==> src/hw/scan_port_pkg.sv <==
// Purpose: shared constants for the scan test port block
// Assumes: 200 MHz core clock samples the test clock and pins
// Notes: tap states one-hot, instruction codes local to this design
package scan_port_pkg;
  localparam int unsigned IR_WIDTH = 4;
  localparam int unsigned DR_BYPASS_WIDTH = 1;
  localparam int unsigned DR_EMU_WIDTH = 4;
  localparam logic [3:0] IR_RESET = 4'h1;
  localparam logic [3:0] IR_EMUCTL = 4'h8;
  localparam logic [3:0] IR_BYPASS = 4'hf;
  localparam logic [1:0] IR_CAPTURE = 2'h1;
  localparam int unsigned EMU_A_DIR_BIT = 0;
  localparam int unsigned EMU_B_DIR_BIT = 1;
  localparam int unsigned EMU_A_OUT_BIT = 2;
  localparam int unsigned EMU_B_OUT_BIT = 3;
  localparam logic [3:0] EMU_CTL_RESET = 4'h0;
  localparam int unsigned SYNC_DEPTH = 3;
  typedef enum logic [15:0] {
    TLR = 16'h0001, RTI = 16'h0002, SEL_DR = 16'h0004, CAP_DR = 16'h0008,
    SH_DR = 16'h0010, EX1_DR = 16'h0020, PA_DR = 16'h0040, EX2_DR = 16'h0080,
    UP_DR = 16'h0100, SEL_IR = 16'h0200, CAP_IR = 16'h0400, SH_IR = 16'h0800,
    EX1_IR = 16'h1000, PA_IR = 16'h2000, EX2_IR = 16'h4000, UP_IR = 16'h8000
  } tap_state_t;
endpackage

==> src/hw/pin_sync.sv <==
// Purpose: three-stage synchroniser with agreement filter
// Assumes: input from outside the clock domain
// Notes: first stage feeds only the second
`timescale 1ns/1ps
module pin_sync (
  input wire logic i_clk,
  input wire logic i_rst,
  input wire logic i_pin,
  input wire logic i_init,
  output logic o_level
);
  typedef struct packed {
    logic s1;
    logic s2;
    logic s3;
    logic level;
  } sync_t;
  sync_t st;
  sync_t next_st;
  always_comb begin
    next_st = st;
    next_st.s1 = i_pin;
    next_st.s2 = st.s1;
    next_st.s3 = st.s2;
    // change accepted only once stages two and three agree
    if (st.s2 == st.s3) begin
      next_st.level = st.s3;
    end
  end
  always_ff @(posedge i_clk or posedge i_rst) begin
    if (i_rst) begin
      st <= '0;
    end else begin
      st <= next_st;
    end
  end
  assign o_level = st.level;
  // i_init unused by logic path; kept constant reset value of zero
  logic unused_init;
  assign unused_init = i_init;
endmodule

==> src/hw/scan_port.sv <==
// Purpose: test access port with emulator lines and global output kill
// Assumes: test clock far slower than i_clk; edges found by sampling
// Notes: test reset low means functional mode
`timescale 1ns/1ps
// Summary of operation
// - capture mode and data on test clock rise
// - change test data out on falling edge
// - data out floats except while shifting
// - test reset high gives scan system control
// - test reset low ignores scan pins
// - emulator lines bidirectional under scan control
// - second line becomes output kill input
// - kill condition floats every output driver
module scan_port (
  input wire logic i_clk,
  input wire logic i_rst,
  input wire logic i_tck,
  input wire logic i_tms,
  input wire logic i_tdi,
  input wire logic i_trst_n,
  input wire logic i_emulator_line_a,
  input wire logic i_emulator_line_b_or_output_kill,
  input wire logic i_core_drive_en,
  output logic o_tdo,
  output logic o_tdo_oe,
  output logic o_emulator_line_a,
  output logic o_emulator_line_a_oe,
  output logic o_emulator_line_b,
  output logic o_emulator_line_b_oe,
  output logic o_emu_irq_a,
  output logic o_emu_irq_b,
  output logic o_scan_mode,
  output logic o_outputs_enable
);
  logic tck_s, tms_s, tdi_s, trst_s, ea_s, eb_s;
  pin_sync u_tck (.i_clk(i_clk), .i_rst(i_rst), .i_pin(i_tck), .i_init(1'b0), .o_level(tck_s));
  pin_sync u_tms (.i_clk(i_clk), .i_rst(i_rst), .i_pin(i_tms), .i_init(1'b0), .o_level(tms_s));
  pin_sync u_tdi (.i_clk(i_clk), .i_rst(i_rst), .i_pin(i_tdi), .i_init(1'b0), .o_level(tdi_s));
  pin_sync u_trst (.i_clk(i_clk), .i_rst(i_rst), .i_pin(i_trst_n), .i_init(1'b0), .o_level(trst_s));
  pin_sync u_ea (.i_clk(i_clk), .i_rst(i_rst), .i_pin(i_emulator_line_a), .i_init(1'b0), .o_level(ea_s));
  pin_sync u_eb (.i_clk(i_clk), .i_rst(i_rst), .i_pin(i_emulator_line_b_or_output_kill), .i_init(1'b0),
    .o_level(eb_s));

  typedef struct packed {
    logic tck_d;
    scan_port_pkg::tap_state_t tap;
    logic [3:0] ir_sh;
    logic [3:0] ir;
    logic [3:0] dr_sh;
    logic [3:0] emu_ctl;
    logic bypass;
    logic tdo;
    logic tdo_oe;
    logic ea;
    logic ea_oe;
    logic eb;
    logic eb_oe;
    logic irq_a;
    logic irq_b;
    logic scan_mode;
    logic out_en;
  } port_t;
  port_t st;
  port_t next_st;

  function automatic scan_port_pkg::tap_state_t tap_next(input scan_port_pkg::tap_state_t s, input logic m);
    case (s)
      scan_port_pkg::TLR: tap_next = m ? scan_port_pkg::TLR : scan_port_pkg::RTI;
      scan_port_pkg::RTI: tap_next = m ? scan_port_pkg::SEL_DR : scan_port_pkg::RTI;
      scan_port_pkg::SEL_DR: tap_next = m ? scan_port_pkg::SEL_IR : scan_port_pkg::CAP_DR;
      scan_port_pkg::CAP_DR: tap_next = m ? scan_port_pkg::EX1_DR : scan_port_pkg::SH_DR;
      scan_port_pkg::SH_DR: tap_next = m ? scan_port_pkg::EX1_DR : scan_port_pkg::SH_DR;
      scan_port_pkg::EX1_DR: tap_next = m ? scan_port_pkg::UP_DR : scan_port_pkg::PA_DR;
      scan_port_pkg::PA_DR: tap_next = m ? scan_port_pkg::EX2_DR : scan_port_pkg::PA_DR;
      scan_port_pkg::EX2_DR: tap_next = m ? scan_port_pkg::UP_DR : scan_port_pkg::SH_DR;
      scan_port_pkg::UP_DR: tap_next = m ? scan_port_pkg::SEL_DR : scan_port_pkg::RTI;
      scan_port_pkg::SEL_IR: tap_next = m ? scan_port_pkg::TLR : scan_port_pkg::CAP_IR;
      scan_port_pkg::CAP_IR: tap_next = m ? scan_port_pkg::EX1_IR : scan_port_pkg::SH_IR;
      scan_port_pkg::SH_IR: tap_next = m ? scan_port_pkg::EX1_IR : scan_port_pkg::SH_IR;
      scan_port_pkg::EX1_IR: tap_next = m ? scan_port_pkg::UP_IR : scan_port_pkg::PA_IR;
      scan_port_pkg::PA_IR: tap_next = m ? scan_port_pkg::EX2_IR : scan_port_pkg::PA_IR;
      scan_port_pkg::EX2_IR: tap_next = m ? scan_port_pkg::UP_IR : scan_port_pkg::SH_IR;
      scan_port_pkg::UP_IR: tap_next = m ? scan_port_pkg::SEL_DR : scan_port_pkg::RTI;
      default: tap_next = scan_port_pkg::TLR;
    endcase
  endfunction

  logic rise, fall, kill, emu_sel;
  always_comb begin
    rise = tck_s && !st.tck_d;
    fall = !tck_s && st.tck_d;
    kill = !trst_s && ea_s && !eb_s;
    emu_sel = (st.ir == scan_port_pkg::IR_EMUCTL);
    next_st = st;
    next_st.tck_d = tck_s;
    if (!trst_s) begin
      // async-style reset of the controller while test reset is low
      next_st.tap = scan_port_pkg::TLR;
      next_st.ir = scan_port_pkg::IR_RESET;
      next_st.emu_ctl = scan_port_pkg::EMU_CTL_RESET;
      next_st.scan_mode = 1'b0;
    end else begin
      next_st.scan_mode = 1'b1;
      if (rise) begin
        next_st.tap = tap_next(st.tap, tms_s);
        case (st.tap)
          scan_port_pkg::CAP_IR: next_st.ir_sh = {2'h0, scan_port_pkg::IR_CAPTURE};
          scan_port_pkg::SH_IR: next_st.ir_sh = {tdi_s, st.ir_sh[3:1]};
          scan_port_pkg::CAP_DR: begin
            next_st.dr_sh = st.emu_ctl;
            next_st.bypass = 1'b0;
          end
          scan_port_pkg::SH_DR: begin
            next_st.dr_sh = {tdi_s, st.dr_sh[3:1]};
            next_st.bypass = tdi_s;
          end
          scan_port_pkg::UP_IR: next_st.ir = st.ir_sh;
          scan_port_pkg::UP_DR: if (emu_sel) next_st.emu_ctl = st.dr_sh;
          scan_port_pkg::TLR: next_st.ir = scan_port_pkg::IR_RESET;
          default: ;
        endcase
      end
      if (fall) begin
        // output moves only on the falling test clock edge
        next_st.tdo_oe = (st.tap == scan_port_pkg::SH_IR) || (st.tap == scan_port_pkg::SH_DR);
        if (st.tap == scan_port_pkg::SH_IR) next_st.tdo = st.ir_sh[0];
        else if (emu_sel) next_st.tdo = st.dr_sh[0];
        else next_st.tdo = st.bypass;
      end
    end
    if (!trst_s) next_st.tdo_oe = 1'b0;
    // emulator lines: direction and value set through the scan chain
    next_st.ea_oe = trst_s && st.emu_ctl[scan_port_pkg::EMU_A_DIR_BIT];
    next_st.eb_oe = trst_s && st.emu_ctl[scan_port_pkg::EMU_B_DIR_BIT];
    next_st.ea = st.emu_ctl[scan_port_pkg::EMU_A_OUT_BIT];
    next_st.eb = st.emu_ctl[scan_port_pkg::EMU_B_OUT_BIT];
    next_st.irq_a = trst_s && !st.emu_ctl[scan_port_pkg::EMU_A_DIR_BIT] && ea_s;
    next_st.irq_b = trst_s && !st.emu_ctl[scan_port_pkg::EMU_B_DIR_BIT] && eb_s;
    // kill needs line a high and line b low from the controller; no bus sharing use
    // core enable folded in before the register so the pin leaves a flip-flop; costs one clock
    next_st.out_en = !kill && i_core_drive_en;
    if (kill) begin
      next_st.tdo_oe = 1'b0;
      next_st.ea_oe = 1'b0;
      next_st.eb_oe = 1'b0;
    end
  end

  always_ff @(posedge i_clk or posedge i_rst) begin
    if (i_rst) begin
      st <= '0;
      st.tap <= scan_port_pkg::TLR;
      st.ir <= scan_port_pkg::IR_RESET;
      st.out_en <= 1'b1;
    end else begin
      st <= next_st;
    end
  end

  assign o_tdo = st.tdo;
  assign o_tdo_oe = st.tdo_oe;
  assign o_emulator_line_a = st.ea;
  assign o_emulator_line_a_oe = st.ea_oe;
  assign o_emulator_line_b = st.eb;
  assign o_emulator_line_b_oe = st.eb_oe;
  assign o_emu_irq_a = st.irq_a;
  assign o_emu_irq_b = st.irq_b;
  assign o_scan_mode = st.scan_mode;
  assign o_outputs_enable = st.out_en;
endmodule

==> config.mk <==
export PLATFORM = sky130hd
export DESIGN_NAME = scan_port
export DESIGN_NICKNAME = d
export VERILOG_FILES = /design/src/hw/scan_port_pkg.sv /design/src/hw/pin_sync.sv /design/src/hw/scan_port.sv
export SDC_FILE = /design/constraint.sdc
export NUM_CORES = 1
export LEC_CHECK = 0
export BUFFER_PORTS_ARGS = -buffer_cell sky130_fd_sc_hd__buf_2
export CAP_MARGIN = 20
export CORE_UTILIZATION = 64
export DETAILED_ROUTE_END_ITERATION = 12
export HOLD_SLACK_MARGIN = 0.15
export PLACE_DENSITY = 0.79
export SLEW_MARGIN = 20
export SYNTH_ARGS = -nofsm -noshare
export SYNTH_HDL_FRONTEND = slang
export SYNTH_SLANG_ARGS = --single-unit
==> constraint.sdc <==
create_clock -name i_clk -period 5.6 [get_ports i_clk]
set_input_delay 1.12 -clock i_clk [delete_from_list [all_inputs] [get_ports i_clk]]
set_output_delay 1.12 -clock i_clk [all_outputs]
set_load 0.1 [all_outputs]
==> metrics.cfg <==
[timing]
fin_setup_tns_ps=0
maxSlewHeadroom_pct=46.38
final-setup-viol-count=0
fmax_ghz=0.4204
grt_setup_unrepaired=no
fin_crit_sh_pct=42.48
skew_ps=8.951
hold_violations=0
holdWs_ps=343.0
slew_viol_final=0
worst_pin_slew_ps=804.3
period_minus_slack_ps=2379

[route]
drt_pre_antenna_iters=6
ant_nets=0
vias=2120
dr_wl_met3_um=467
drc_errors=0
wl_per_cell_um=17.56
drt-met1-wl_mm=2.865
vias_per_cell=6.291
highest_layer=met4
met2_length_mm=2.503
routed_wl_mm=5.919
drt-initial-drc-count=182

[synth]
synthFlopType=dfrtp_1
synth_top_family_by_area=simple AND/OR/NAND/NOR gates
synth-adder-area-share_pct=1.943
syn-num-nets=279
synthXorXnorAreaFrac_pct=1.984
syn_inst=270
ys_seq_area_share_pct=55.18
ys_ff_latch=68
avgSynthCellArea_um2=11.45
synth_mux_area_share_pct=3.279
synth_edf_count=0
yosys.area_share.simple_pct=23.44
async_flop_share_pct=100.0
synth_compound_area_share_pct=10.08
yosysUniqueCellTypes=52
syn_area_mm2=0.003090
ys_warn_count=0

[clock_network]
htreeDepth=3
cts_hold_buffers=0
cts_tree=done
clk-insertion-delay-late_ps=340
clk_pin_slew_ps=70
clockBufferDepth=2
root_buffer=clkbuf_8
cts_resized=0
post_cts_buffers=0
numCtsBuffers=9
cts.sinks=68

[die]
die-area_mm2=0.005111
core_mm2=0.004504
io_pins=19
die_h_um=71.49
rows=24
start_util_pct=68.61
chipWidth_um=71.49

[power]
seqPwrFrac_pct=49.4
power.density_mw_per_mm2=317.6
vdd_drop_max_v=0.0002440
power_frac_comb_pct=9.9
power_frac_clock_pct=40.8
p_int_mw=0.8002
switching_share_pct=25.12
p_switching_mw=0.2684
p_leak_nw=1.451

[worst_setup_path]
crit_family=flip-flops
crit_fanout=1
cp_slowest_cell=dfstp_2
worstPathArrival_ps=1260
crit_required_ps=4480
end_kind=output pin
crit_buf_inv=1
crit_path_max_incr_delay_ps=510
crit_chain=buf_2
criticalPathCategory=flip-flop to output pin
startpoint_type=flip-flop

[place]
hpwl_mm=3.957
port_buffers=18
place.gp.congestion=0.9263

[finish]
diodes=0
regArea_mm2=0.001705
fin_nets=290
layout_common_cells=dfrtp_1 (65), nand2_1 (25), buf_2 (18)
layout_commonest_cell=dfrtp_1
area_growth_pct=8.867
nFillCells=294
multi_input_area_mm2=0.001259
drive_gt1_share_pct=20.35

[global_route]
overflow=0
first_global_vias=1984
grt_usage_pct=26.85
grt_max_degree=69
antenna_found_initial=0
grt_pass1_wl_mm=10.18

[flow_run]
cap_violations=0

[status]
status=complete, no violations

[min_path]
min_path_type=flip-flop to flip-flop

power by group through the flow:
stage                     sequential, mW  clock (mW)  combinational [mW]
final                              0.527       0.436               0.105
after global routing               0.530       0.465               0.115
after CTS                          0.527       0.447               0.106
after detailed placement           0.536           0               0.105
after global placement             0.536           0               0.104
after floorplan                    0.551           0              0.0675
flip-flops by register name, indices dropped and copies added, names as in the netlist, 2 cells and up:
name            flops
u_trst.next_st      2
u_tdi.next_st       2
u_tms.next_st       2
st                 32
next_st             2
u_ea.next_st        2
u_tck.next_st       2
u_eb.next_st        2
logic make-up (layout without fill, tap and decap cells):
| group | Yosys count | count (layout) |
|---|---|---|
| DFF | 68 | 68 |
| xor gates and xnor gates | 7 | 7 |
| and+or+nand+nor | 106 | 106 |
| AOI/OAI and AO/OA | 48 | 48 |
| adders and majority gates | 6 | 6 |
| muxes | 10 | 10 |
| buffers and inverters | 25 | 40 |
metrics by stage:
step	instances	setup WS (ps)	total power, mW	util [%]	instance area [um2]
2_1_floorplan	270	2773	0.6186	-	3090
3_3_place_gp	322	3508	0.6394	69.92	3149
3_5_place_dp	322	3489	0.6413	69.92	3149
4_1_cts	337	3198	1.079	74.69	3364
5_1_grt	337	3184	1.110	74.69	3364
6_report	337	3221	1.069	74.69	3364
routing by layer:
layer / vias to the layer above / global-route usage (%)
li1: 994 / -
met1: 1027 / 41.65
met2: 91 / 35.56
met3: 8 / 9.564
met4: 0 / 8.279
met5: - / 0
layout make-up:
type,instances,share of cell area (%)
sequential,68,50.69
multi-input combinational,177,37.41
clock buffer,11,4.202
timing repair buffer,19,2.901
clock inverter,4,2.194
tap,52,1.934
inverter,6,0.6694
cells in the mapped netlist, types with 2 or more instances:
cell type	instances	area (um2)
nand3_1	5	25.02
nand2b_1	2	12.51
a32oi_1	2	17.52
nor3_4	2	32.53
buf_6	3	33.78
nor4_1	2	12.51
nor2b_1	10	62.56
nand4_1	7	43.79
inv_1	6	22.52
xnor2_1	3	26.28
xor2_1	4	35.03
buf_2	8	40.04
nor4b_1	3	26.28
o21ai_0	11	55.05
dfrtp_1	65	1627
dfstp_2	3	78.83
o31ai_1	2	15.01
nor2_1	11	41.29
nor4_4	4	85.08
nor3_1	11	55.05
or4b_2	2	20.02
and2_1	3	18.77
nand2_1	25	93.84
a31oi_1	2	12.51
o21ai_1	15	75.07
a22oi_1	3	22.52
o21ai_2	2	17.52
clkbuf_1	8	30.03
or3_1	4	25.02
a32o_1	2	20.02
maj3_1	6	60.06
or4_4	4	45.04
a22o_1	3	26.28
mux2i_1	9	90.09
final timing paths:
check | startpoint | to | slack, ps | cells after the start
setup / recovery | o_outputs_enable | o_outputs_enable | 3220 | 1
hold / removal | u_trst.next_st[2] | u_trst.next_st[1] | 340 | 0
setup reg to reg | st[27] | st[22] | 3460 | 5
hold reg to reg | u_trst.next_st[2] | u_trst.next_st[1] | 340 | 0
max in group asynchronous | i_rst | o_emulator_line_b_oe | 4060 | 3
min in group asynchronous | i_rst | u_eb.next_st[2] | 1010 | 3
(Power assumes the default switching activity.)
